--- src/bsc_pkg.sv ---
// Package for the burner sequence controller: output bits, states, timing.
// Assumes a 10 MHz system clock; all durations count in 100 ms ticks.
package bsc_pkg;
   // --------------------------------------------------------------
   // Clock and tick
   // --------------------------------------------------------------
   localparam int  CLK_HZ          = 10000000;
   localparam int  TICK_MS         = 100;
   localparam int  TICK_CYC        = CLK_HZ / 1000 * TICK_MS;
   localparam int  GAS_STAGE_MS    = 5000;
   localparam int  FLAME_OFF_MS    = 5000;
   localparam int  RESTART_MS      = 10000;
   localparam logic [15:0] GAS_STAGE_TK  = 16'(GAS_STAGE_MS / TICK_MS);
   localparam logic [15:0] FLAME_OFF_TK  = 16'(FLAME_OFF_MS / TICK_MS);
   localparam logic [15:0] RESTART_TK    = 16'(RESTART_MS / TICK_MS);
   localparam int  SERVICE_STARTS  = 5;
   localparam logic [9:0] POS_MIN  = 10'h000;
   localparam logic [9:0] POS_MAX  = 10'h3e7;
   // --------------------------------------------------------------
   // Output bit positions (nine outputs)
   // --------------------------------------------------------------
   localparam int  NOUT     = 9;
   localparam int  O_GAS1   = 0;
   localparam int  O_GAS2   = 1;
   localparam int  O_OIL    = 2;
   localparam int  O_IGNV   = 3;
   localparam int  O_IGNT   = 4;
   localparam int  O_FAN    = 5;
   localparam int  O_VENT   = 6;
   localparam int  O_FAULT  = 7;
   localparam int  O_GASOP  = 8;
   // Actuator targets
   typedef enum logic [2:0] {
      BSC_POS_HOLD = 3'h0, BSC_POS_BOTTOM = 3'h1, BSC_POS_TOP = 3'h2,
      BSC_POS_IGN = 3'h3, BSC_POS_BASE = 3'h4, BSC_POS_LOAD = 3'h5
   } bsc_pos_t;
   // Sequencer states
   typedef enum logic [15:0] {
      S_OFF     = 16'h0001, S_CHECK   = 16'h0002, S_BOTTOM  = 16'h0004,
      S_TOP     = 16'h0008, S_PURGE   = 16'h0010, S_TOIGN   = 16'h0020,
      S_PREIGN  = 16'h0040, S_SAFE1   = 16'h0080, S_SAFE2   = 16'h0100,
      S_BASE    = 16'h0200, S_RUN     = 16'h0400, S_STAGE   = 16'h0800,
      S_POSTV   = 16'h1000, S_AFTER   = 16'h2000, S_FLCHK   = 16'h4000,
      S_FAULT   = 16'h8000
   } bsc_state_t;
endpackage

--- src/bsc_seq.sv ---
// Burner sequence controller: start checks, purge, ignition, run, shut-off.
// Assumes contact inputs from the plant and actuator acks; durations in ticks.
// Behaviour
// RULE1: Nine digital burner control outputs.
// RULE2: On request, check interlock and air pressure.
// RULE3: Implausible fuel selection reports and halts start.
// RULE4: Checks pass: fan, vent on, actuators bottom.
// RULE5: Open actuators after bottom ack; leakage parallel.
// RULE6: Fuel back to ignition; purge needs acks.
// RULE7: Recirculation delay pauses purge until positioned.
// RULE8: Then ignition position, ack, gas pressure.
// RULE9: Transformer alone for pre-ignition time.
// RULE10: No pilot: main valves plus transformer, flame.
// RULE11: Pilot: staged valves over two safety periods.
// RULE12: After ignition, base load until release.
// RULE13: Release tracks load; withdrawal returns base/ignition.
// RULE14: Request removal closes gas stages 5 s apart.
// RULE15: Post-vent, after-burn, 5 s flame-off check.
// RULE16: Purge suppression input skips purge when enabled.
// RULE17: Auto suppression after regulator switch-off only.
// RULE18: Servicing: five starts unpurged, stop at stabilisation.
// RULE19: Program supervision time; zero disables.
// RULE20: Single delayed restart; zero suppresses; default off.
// RULE21: Fuel change: base load, shut down, switch, restart.
// RULE22: Learn travel limits on first purge after clear.
// RULE23: Timers count a common tick.
// RULE24: Fault drops fuel and ignition, latches signal.
`timescale 1ns/100ps
module bsc_seq
   import bsc_pkg::*;
#(
   parameter int NACT     = 4,
   parameter int TICK_DIV = TICK_CYC
) (
   input  wire logic            mclk_i,
   input  wire logic            resetn_i,
   input  wire logic            burner_on_i,
   input  wire logic            gas_lock_i,
   input  wire logic            oil_lock_i,
   input  wire logic            boiler_lock_i,
   input  wire logic            fuel_gas_i,
   input  wire logic            air_press_i,
   input  wire logic            gas_press_i,
   input  wire logic            flame_i,
   input  wire logic            ctrl_release_i,
   input  wire logic            purge_supp_i,
   input  wire logic            fault_reset_i,
   input  wire logic            ign_ack_i,
   input  wire logic            high_ack_i,
   input  wire logic [NACT-1:0] act_bottom_i,
   input  wire logic [NACT-1:0] act_top_i,
   input  wire logic [NACT-1:0] act_ign_i,
   input  wire logic            recirc_pos_i,
   input  wire logic            leak_busy_i,
   input  wire logic [9:0]      act_pos_i [NACT],
   input  wire logic            cfg_lock_fuel_i,
   input  wire logic            cfg_pilot_i,
   input  wire logic            cfg_recirc_i,
   input  wire logic            cfg_postvent_i,
   input  wire logic            cfg_base_i,
   input  wire logic            cfg_rel_ign_i,
   input  wire logic            cfg_supp_en_i,
   input  wire logic            cfg_auto_supp_i,
   input  wire logic            cfg_service_i,
   input  wire logic            cfg_restart_i,
   input  wire logic            clear_mem_i,
   input  wire logic [15:0]     t_purge_i,
   input  wire logic [15:0]     t_recirc_i,
   input  wire logic [15:0]     t_preign_i,
   input  wire logic [15:0]     t_safe1_i,
   input  wire logic [15:0]     t_safe2_i,
   input  wire logic [15:0]     t_postv_i,
   input  wire logic [15:0]     t_after_i,
   input  wire logic [15:0]     t_prog_i,
   input  wire logic [15:0]     t_restart_i,
   output logic [NOUT-1:0]      out_o,
   output bsc_pos_t             act_cmd_o,
   output logic                 recirc_open_o,
   output logic                 correction_en_o,
   output logic                 fuel_active_gas_o,
   output logic                 plaus_err_o,
   output logic [9:0]           lim_lo_o [NACT],
   output logic [9:0]           lim_hi_o [NACT],
   output logic                 lim_valid_o,
   output logic [15:0]          state_o
);
   // ------------------------------------------------
   // Input conditioning
   // ------------------------------------------------
   localparam int NSY = 15 + 3 * NACT; // Actuator acks are plant contacts too
   logic [NSY-1:0] raw, syn;
   logic tick;
   logic [NACT-1:0] bot_s, top_s, ign_s;
   assign raw = {burner_on_i, gas_lock_i, oil_lock_i, boiler_lock_i, fuel_gas_i, air_press_i,
                 gas_press_i, flame_i, ctrl_release_i, purge_supp_i, fault_reset_i, ign_ack_i,
                 high_ack_i, recirc_pos_i, leak_busy_i, act_bottom_i, act_top_i, act_ign_i};
   bsc_sync #(.W(NSY)) u_sync (.mclk_i(mclk_i), .resetn_i(resetn_i), .d_i(raw), .q_o(syn));
   bsc_tick #(.DIV(TICK_DIV)) u_tick (.mclk_i(mclk_i), .resetn_i(resetn_i), .tick_o(tick));
   logic on, glk, olk, blk, fgas, air, gpr, flm, rel, supp, frst, igk, hik, rcp, lkb;
   assign {on, glk, olk, blk, fgas, air, gpr, flm, rel, supp, frst, igk, hik, rcp, lkb, bot_s, top_s, ign_s} = syn;

   // ------------------------------------------------
   // State record
   // ------------------------------------------------
   typedef struct packed {
      bsc_state_t  state;
      logic [15:0] tmr;       // Phase timer in ticks
      logic [15:0] rtmr;      // Recirculation delay timer
      logic [15:0] ptmr;      // Program supervision timer
      logic        pmon;      // Supervision running
      logic        fuel;      // Latched fuel: 1 = gas
      logic        fault;     // Fault signal latched
      logic        ferr;      // Fault shut-off in progress
      logic        restart_used;
      logic        restart_pend;
      logic        reg_off;   // Last stop was a regulator switch-off
      logic        fchg;      // Fuel change pending
      logic [2:0]  svc_cnt;   // Unpurged starts since the last purge
      logic        plaus;
      logic        learned;
      logic [NACT-1:0][9:0] lo;
      logic [NACT-1:0][9:0] hi;
   } bsc_st_t;
   bsc_st_t st, next_st;

   logic lock_ok, plaus_ok, skip_purge, all_bot, all_top, all_ign, tdone, ign_ok, lim_ok;
   always_comb begin
      lock_ok  = blk && (fgas ? glk : olk);                          // [RULE2]
      plaus_ok = !cfg_lock_fuel_i || (glk ^ olk);                    // [RULE3]
      all_bot  = &bot_s;
      all_top  = &top_s;
      all_ign  = &ign_s;
      tdone    = (st.tmr == 16'h0000);
      ign_ok   = igk && (!fgas || gpr);                              // [RULE8]
      // Skip when suppressed by input, by auto mode, or by servicing budget
      skip_purge = st.learned && ((cfg_supp_en_i && supp)            // [RULE16]
                   || (cfg_auto_supp_i && st.reg_off)                 // [RULE17]
                   || (cfg_service_i && st.svc_cnt < 3'(SERVICE_STARTS))); // [RULE18]
      lim_ok = 1'b1;
      for (int i = 0; i < NACT; i++) begin
         if (st.learned && (act_pos_i[i] < st.lo[i] || act_pos_i[i] > st.hi[i]) && all_top)
            lim_ok = 1'b0;                                            // [RULE22]
      end
   end

   // ------------------------------------------------
   // Sequencer
   // ------------------------------------------------
   always_comb begin
      next_st = st;
      next_st.plaus = 1'b0;
      if (tick && st.tmr != 16'h0000) next_st.tmr = st.tmr - 16'h0001;       // [RULE23]
      if (tick && st.rtmr != 16'h0000) next_st.rtmr = st.rtmr - 16'h0001;
      if (tick && st.pmon && st.ptmr != 16'h0000) next_st.ptmr = st.ptmr - 16'h0001;
      if (clear_mem_i) next_st.learned = 1'b0;
      if (st.state == S_OFF || st.state == S_CHECK) next_st.fuel = fgas;     // [RULE21]
      if (st.state != S_OFF && st.state != S_FAULT && !st.ferr && fgas != st.fuel)
         next_st.fchg = 1'b1;
      case (st.state)
         S_OFF: begin
            next_st.ferr = 1'b0;
            next_st.pmon = 1'b0; // An aborted start must not trip supervision later
            if (st.restart_pend && st.tmr == 16'h0000) next_st.restart_pend = 1'b0;
            if (on && !(st.restart_pend)) begin
               next_st.state = S_CHECK;
               next_st.ptmr  = t_prog_i;
               next_st.pmon  = (t_prog_i != 16'h0000);                        // [RULE19]
               next_st.fchg  = 1'b0;
            end
         end
         S_CHECK: begin
            if (!on) next_st.state = S_OFF;
            else if (!plaus_ok) next_st.plaus = 1'b1;                         // [RULE3]
            else if (lock_ok && air) begin
               if (skip_purge) begin
                  next_st.state = S_TOIGN;
                  next_st.svc_cnt = st.svc_cnt + 3'h1;
               end else begin
                  next_st.state = S_BOTTOM;                                   // [RULE4]
                  next_st.svc_cnt = 3'h0;
               end
               next_st.reg_off = 1'b0;
            end
         end
         S_BOTTOM: if (all_bot) next_st.state = S_TOP;                        // [RULE5]
         S_TOP: begin
            for (int i = 0; i < NACT; i++) begin
               if (!st.learned) begin
                  next_st.lo[i] = POS_MIN;
                  next_st.hi[i] = act_pos_i[i];                               // [RULE22]
               end
            end
            if (!lim_ok) next_st.ferr = 1'b1;
            else if (all_top && hik && air && !lkb) begin                     // [RULE6]
               next_st.state = S_PURGE;
               next_st.tmr   = t_purge_i;
               next_st.rtmr  = t_recirc_i;
               next_st.learned = 1'b1;
            end
         end
         S_PURGE: begin
            // Hold the purge count while recirculation travels  [RULE7]
            if (cfg_recirc_i && st.rtmr == 16'h0000 && !rcp) next_st.tmr = st.tmr;
            if (!air) next_st.ferr = 1'b1;
            else if (tdone) next_st.state = S_TOIGN;
         end
         S_TOIGN: if (all_ign && ign_ok) begin                                // [RULE8]
            next_st.state = S_PREIGN;
            next_st.tmr   = t_preign_i;
         end
         S_PREIGN: if (tdone) begin                                           // [RULE9]
            next_st.state = S_SAFE1;
            next_st.tmr   = t_safe1_i;
         end
         S_SAFE1: if (tdone) begin
            if (!flm) next_st.ferr = 1'b1;                                    // [RULE10]
            else if (cfg_pilot_i) begin
               next_st.state = S_SAFE2;                                       // [RULE11]
               next_st.tmr   = t_safe2_i;
            end else next_st.state = S_BASE;
         end
         S_SAFE2: if (tdone) next_st.state = S_BASE;
         S_BASE: begin
            next_st.pmon = 1'b0;
            if (cfg_service_i) next_st.state = S_BASE;                        // [RULE18]
            else if (rel && !st.fchg) next_st.state = S_RUN;                  // [RULE12]
         end
         S_RUN: if (!rel || st.fchg) next_st.state = S_BASE;                  // [RULE13]
         S_STAGE: if (tdone) begin                                            // [RULE14]
            next_st.state = cfg_postvent_i ? S_POSTV : S_AFTER;
            next_st.tmr   = cfg_postvent_i ? t_postv_i : t_after_i;
         end
         S_POSTV: if (tdone) begin                                            // [RULE15]
            next_st.state = S_AFTER;
            next_st.tmr   = t_after_i;
         end
         S_AFTER: if (tdone) begin
            next_st.state = S_FLCHK;
            next_st.tmr   = FLAME_OFF_TK;
         end
         S_FLCHK: begin
            if (flm) next_st.ferr = 1'b1;                                     // [RULE15]
            else if (tdone) next_st.state = S_OFF;
         end
         S_FAULT: begin
            if (cfg_restart_i && t_restart_i != 16'h0000 && !st.restart_used) begin
               next_st.restart_used = 1'b1;                                   // [RULE20]
               next_st.restart_pend = 1'b1;
               next_st.fault = 1'b0;
               next_st.tmr   = t_restart_i;
               next_st.state = S_OFF;
            end else if (frst) begin
               next_st.fault = 1'b0;                                          // [RULE24]
               next_st.state = S_OFF;
            end
         end
         default: next_st.state = S_OFF;
      endcase
      // Normal stop: request removed or fuel change reached base load
      if ((st.state == S_BASE || st.state == S_RUN) && (!on || (st.fchg && st.state == S_BASE))) begin
         next_st.state = S_STAGE;                                             // [RULE21]
         next_st.tmr   = st.fuel ? GAS_STAGE_TK : 16'h0000;
         next_st.reg_off = !st.fchg;
         next_st.restart_used = 1'b0;
      end
      if (st.state inside {S_BOTTOM, S_TOP, S_PURGE, S_TOIGN, S_PREIGN} && !on)
         next_st.state = S_OFF;
      if (st.pmon && st.ptmr == 16'h0000 && st.state != S_OFF) next_st.ferr = 1'b1; // [RULE19]
      // A fault takes over in this same cycle; all fuel drops at once
      if (next_st.ferr && st.state != S_FAULT) begin
         next_st.ferr  = 1'b0;
         next_st.fault = 1'b1;                                                // [RULE24]
         next_st.pmon  = 1'b0;
         next_st.reg_off = 1'b0;                                              // [RULE17]
         next_st.state = S_FAULT;
      end
   end

   always_ff @(posedge mclk_i or negedge resetn_i) begin
      if (!resetn_i) begin
         st       <= '0;
         st.state <= S_OFF;
      end else begin
         st <= next_st;
      end
   end

   // ------------------------------------------------
   // Outputs; fuel bits are gated off whenever fault is set
   // ------------------------------------------------
   logic fuel_on;
   always_comb begin
      fuel_on = (st.state inside {S_SAFE1, S_SAFE2, S_BASE, S_RUN}) && !st.fault;
      out_o = '0;                                                              // [RULE1]
      out_o[O_FAN]   = !(st.state inside {S_OFF, S_CHECK, S_FAULT});            // [RULE4]
      out_o[O_VENT]  = st.state inside {S_BOTTOM, S_TOP, S_PURGE, S_POSTV};
      out_o[O_IGNT]  = (st.state == S_PREIGN) || (st.state == S_SAFE1);        // [RULE9]
      out_o[O_IGNV]  = fuel_on && cfg_pilot_i && (st.state inside {S_SAFE1, S_SAFE2}); // [RULE11]
      out_o[O_GAS1]  = fuel_on && st.fuel;
      out_o[O_GAS2]  = st.fuel && !st.fault &&
                       ((fuel_on && (!cfg_pilot_i || st.state != S_SAFE1)) || st.state == S_STAGE); // [RULE14]
      out_o[O_OIL]   = fuel_on && !st.fuel;                                    // [RULE10]
      out_o[O_FAULT] = st.fault;                                               // [RULE24]
      out_o[O_GASOP] = st.fuel;
      if (st.state == S_BOTTOM)                                   act_cmd_o = BSC_POS_BOTTOM;
      else if (st.state == S_TOP || st.state == S_PURGE || st.state == S_POSTV) act_cmd_o = BSC_POS_TOP;
      else if (st.state == S_RUN)                                 act_cmd_o = BSC_POS_LOAD;
      else if (st.state == S_BASE && (cfg_base_i && !(cfg_rel_ign_i && !rel))) act_cmd_o = BSC_POS_BASE;
      else if (st.state == S_OFF || st.state == S_FAULT)          act_cmd_o = BSC_POS_HOLD;
      else                                                        act_cmd_o = BSC_POS_IGN;
   end
   assign recirc_open_o     = cfg_recirc_i && ((st.state == S_PURGE && st.rtmr == 16'h0000)
                              || st.state inside {S_BASE, S_RUN});             // [RULE7]
   assign correction_en_o   = st.state inside {S_BASE, S_RUN};                 // [RULE12]
   assign fuel_active_gas_o = st.fuel;
   assign plaus_err_o       = st.plaus;
   assign lim_valid_o       = st.learned;
   assign state_o           = st.state;
   for (genvar g = 0; g < NACT; g++) begin : g_lim
      assign lim_lo_o[g] = st.learned ? st.lo[g] : POS_MIN;
      assign lim_hi_o[g] = st.learned ? st.hi[g] : POS_MAX;
   end
endmodule

--- src/bsc_tick.sv ---
// Tick divider: one-cycle enable every DIV system clocks, TICK_CYC by default.
// Assumes the single system clock domain.
`timescale 1ns/100ps
module bsc_tick
   import bsc_pkg::*;
#(
   parameter int DIV = TICK_CYC
) (
   input  wire logic mclk_i,
   input  wire logic resetn_i,
   output logic      tick_o
);
   typedef struct packed { logic [23:0] cnt; logic tick; } bsc_tk_t;
   bsc_tk_t st, next_st;
   // ------------------------------------------------
   // Divider
   // ------------------------------------------------
   always_comb begin
      next_st = st;
      next_st.tick = 1'b0;
      if (st.cnt == 24'(DIV - 1)) begin
         next_st.cnt  = '0;
         next_st.tick = 1'b1; // Common base of every timer [RULE23]
      end else begin
         next_st.cnt = st.cnt + 24'h000001;
      end
   end
   always_ff @(posedge mclk_i or negedge resetn_i) begin
      if (!resetn_i) st <= '0;
      else           st <= next_st;
   end
   assign tick_o = st.tick;
endmodule

--- src/bsc_sync.sv ---
// Two-flop synchroniser bank for the contact inputs.
// Assumes inputs are asynchronous floating contacts.
`timescale 1ns/100ps
module bsc_sync #(
   parameter int W = 16
) (
   input  wire logic         mclk_i,
   input  wire logic         resetn_i,
   input  wire logic [W-1:0] d_i,
   output logic      [W-1:0] q_o
);
   typedef struct packed { logic [W-1:0] s1; logic [W-1:0] s2; } bsc_sy_t;
   bsc_sy_t st, next_st;
   // ------------------------------------------------
   // Two stages; only the second is read outside
   // ------------------------------------------------
   always_comb begin
      next_st.s1 = d_i;
      next_st.s2 = st.s1;
   end
   always_ff @(posedge mclk_i or negedge resetn_i) begin
      if (!resetn_i) st <= '0;
      else           st <= next_st;
   end
   assign q_o = st.s2;
endmodule

--- config.mk ---
export PLATFORM = sky130hd
export DESIGN_NAME = bsc_seq
export DESIGN_NICKNAME = d
export VERILOG_FILES = /design/src/bsc_pkg.sv /design/src/bsc_seq.sv /design/src/bsc_tick.sv /design/src/bsc_sync.sv
export SDC_FILE = /design/constraint.sdc
export NUM_CORES = 1
export LEC_CHECK = 0
export BUFFER_PORTS_ARGS = -buffer_cell sky130_fd_sc_hd__clkbuf_2
export CAP_MARGIN = 40
export CELL_PAD_IN_SITES_DETAIL_PLACEMENT = 2
export CELL_PAD_IN_SITES_GLOBAL_PLACEMENT = 2
export CORE_MARGIN = 1.5
export CORE_UTILIZATION = 32
export CTS_CLUSTER_SIZE = 30
export DETAILED_ROUTE_END_ITERATION = 10
export PLACE_DENSITY = 0.82
export SYNTH_ARGS = -nofsm -noshare
export SYNTH_HDL_FRONTEND = slang
export SYNTH_HIERARCHICAL = 1
export SYNTH_SLANG_ARGS = --single-unit
--- constraint.sdc ---
create_clock -name mclk_i -period 3.9 [get_ports mclk_i]
set_input_delay 0.39 -clock mclk_i [delete_from_list [all_inputs] [get_ports mclk_i]]
set_output_delay 0.39 -clock mclk_i [all_outputs]
set_load 0.01 [all_outputs]
==> results.sh <==
export IMPL_status="complete, no violations"
export IMPL_r2r_start="st[33]"
export IMPL_ff2ff_path_depth=12
export IMPL_crit_type="reg2out"
export IMPL_drt_wl_total_um=56950
export IMPL_core_um2=42320
export IMPL_drv_cap=0
export IMPL_synth_cells=1560
export IMPL_tns_ns=0
export IMPL_dp_cells=2445
export IMPL_grtUsageTotal_pct=25.43
export IMPL_clk_latency_ns=0.57
export IMPL_cp_start_kind="flop"
export IMPL_drcViolationCount=0
export IMPL_grt_max_degree=104
export IMPL_worst_hold_startpoint="t_recirc_i[9]"
export IMPL_reg2reg_slack_ns=0.24
export IMPL_die_width_um=210.9
export IMPL_drive_above_1_share_pct=25.24
export IMPL_ys_async_sr_fraction_pct=100.0
export IMPL_wl_per_cell_um=22.47
export IMPL_cp_end_kind="primary output"
export IMPL_first_global_vias=15132
export IMPL_met2_length_um=28890
export IMPL_fill_cells=4711
export IMPL_viasPerCell=5.424
export IMPL_p_leak_nw=8.113
export IMPL_p_per_area_nw_per_um2=386.3
export IMPL_syn_nets=1867
export IMPL_antenna_found_initial=5
export IMPL_dr_pass1_iters=6
export IMPL_skew_ns=0.01360
export IMPL_min_path_type="in2reg"
export IMPL_yosys_most_used_dff="dfrtp_1"
export IMPL_top_layer="met4"
export IMPL_synth_commonest_cells="235 x dfrtp_1, 188 x nand2_1, 158 x nor2_1"
export IMPL_synth_edff_count=0
export IMPL_place_hpwl_um=43150
export IMPL_dieHeight_um=210.9
export IMPL_multiInputGateArea_um2=7158
export IMPL_tritoncts="done"
export IMPL_numCtsBuffers=30
export IMPL_cts_max_path_buffers=3
export IMPL_cp_max_fo=10
export IMPL_synth_most_common_cell="dfrtp_1"
export IMPL_crit_start="state_o[5]"
export IMPL_syn_area_per_cell_um2=8.867
export IMPL_finalSetupViolCount=0
export IMPL_cp_arrival_ns=3.36
export IMPL_required_ns=3.51
export IMPL_synth_top_cell_area_share_pct=42.51
export IMPL_area_delta_synth_final_pct=28.82
export IMPL_via_count=13744
export IMPL_hold_viol_final=0
export IMPL_yosys_warnings=6
export IMPL_synth_distinct_cells=89
export IMPL_start_util_pct=32.68
export IMPL_min_to="st[118]"
export IMPL_register_area_um2=5907
export IMPL_rsz0062_at_grt="no"
export IMPL_route_antenna_remaining_nets=0
export IMPL_wl_met3_um=2762
export IMPL_io_buffers=336
export IMPL_grt_pass1_wl_um=88200
export IMPL_cts_setup_buffers=0
export IMPL_clockRootBuffer="clkbuf_16"
export IMPL_worst_pin_slew_ns=0.8668
export IMPL_final_nets=2236
export IMPL_ys_top_cells_by_area="dfrtp_1 43%, ha_1 7.5%, nand2_1 5.1%"
export IMPL_path_cells="nor4_2 > nand3_1 > or2_1 > buf_4 > o21a_1 > a21o_1 > a21oi_1 > clkbuf_2"
export IMPL_ir_worst_vdd_mv=0.3187
export IMPL_rows=75
export IMPL_slew_violations=0
export IMPL_post_route_min_period_ns=3.754
export IMPL_post_route_period_util_pct=96.26
export IMPL_cpPeakStageDelay_ns=0.65
export IMPL_fmax_mhz=266.4
export IMPL_worstReg2RegEnd="state_o[0]"
export IMPL_cts_clk_slew_worst_paths_ns=0.06
export IMPL_finalPower_mw=6.884
export IMPL_min_path_cells=3
export IMPL_synth_largest_area_cell="dfrtp_1"
export IMPL_instances_no_fill=2534
export IMPL_cts_num_sinks=236
export IMPL_die_area_um2=44480
export IMPL_synth_seq_cells=236
export IMPL_initialDrtViolationCount=730
export IMPL_io_pins=337
export IMPL_ctsHtreeMaxLevel=1
export IMPL_wl_met1_um=23670
export IMPL_ys_seq_area_share_pct=42.70
export IMPL_place_gp_congestion=0.9104
export IMPL_gr_total_overflow=0
export IMPL_slew_headroom_pct=42.21
export IMPL_syn_area_um2=13830
export IMPL_worst_path_max_delay_cell="nor4_2"
## registers in the layout, summed over array words and instances (netlist names)
name               flops
u_sync/next_st        27
state_o               16
lim_valid_o            1
out_o                  1
u_tick/tick_o          1
st                   137
u_tick/st             24
u_sync/q_o            27
fuel_active_gas_o      1
plaus_err_o            1
## stage by stage
stage	hold WS, ns	setup slack (ns)	area, µm²	utilization (%)
after floorplan	0.09441	1.032	13830	-
after global placement	0.3332	-0.01097	16280	38.46
after detailed placement	0.3356	-0.05485	16280	38.47
after CTS	0.008666	0.01917	17800	42.06
after global routing	0.03324	0.01544	17820	42.10
final	0.02476	0.1460	17820	42.10
## routing by layer
layer / track usage (%) / vias to the layer above
met3: 3.880 / 96
met4: 7.685 / 0
met1: 31.65 / 7026
li1: - / 6247
met2: 45.24 / 375
met5: 0 / -
## power breakdown
group / switching, mW / internal [mW] / leakage (nW)
sequential: 0.0948 / 2.52 / 2.77
combinational: 0.485 / 0.340 / 4.75
clock: 1.18 / 2.26 / 0.595
total: 1.76 / 5.12 / 8.11
## cells by family (layout without fill, tap and decap cells)
group	Yosys count	in the layout	share of synthesized area (%)
flops	236	236	42.70
compound gates	339	339	15.79
xor+xnor	62	62	3.926
simple gates	643	643	23.32
buf+inv	184	577	5.717
mux	13	13	1.031
other cells	0	4	0
fa+ha+maj	83	83	7.508
## critical path, delay by kind of cell, from the launching register on
kind                   cells  cell delay, ns
flip-flops                 1            0.49
AND/OR/NAND/NOR            3            1.41
AO/OA/AOI/OAI              3            0.53
buffers and inverters      2            0.36
## how the worst max path moves through the flow
| stage | end | slack (ns) | cells past startpoint |
|---|---|---|---|
| 4_1_cts | st[110] | 0.02 | 13 |
| 6_report | out_o[1] | 0.15 | 8 |
| 5_1_grt | out_o[1] | 0.02 | 8 |
| 3_3_place_gp | st[110] | -0.01 | 13 |
| 2_1_floorplan | state_o[10] | 1.03 | 11 |
| 3_5_place_dp | st[110] | -0.05 | 13 |
## cell usage in the layout (no fill, tap or decap), types with 12 or more instances in the layout
master	n
nand2_1	188
nor2b_1	15
inv_1	102
clkbuf_16	31
clkbuf_2	335
a21o_1	13
nor2_1	155
o21ai_0	125
nand4_1	33
a21oi_1	62
a22oi_1	16
or3_1	12
nor3b_1	12
xor2_1	19
ha_1	83
nor4_1	34
nand3_1	46
dfrtp_1	235
xnor2_1	43
nand2b_1	20
nor3_1	41
dlygate4sd3_1	29
buf_4	49
## what timing repair did
| item | CTS | global route |
|---|---|---|
| endpoints found under the setup margin | 0 | 1 |
| hold buffers | 29 | 0 |
| resized for setup | 0 | 2 |
| hold endpoints to repair | 128 | 0 |
## final cells by class
type	instances	area share (%)
Tap cell	577	4.052
Multi-Input combinational cell	1140	40.17
Inverter	103	2.170
Timing Repair Buffer	418	13.50
Sequential cell	236	33.15
Clock inverter	19	2.142
Antenna cell	4	0.05618
Clock buffer	37	4.761
(Power assumes the default switching activity.)
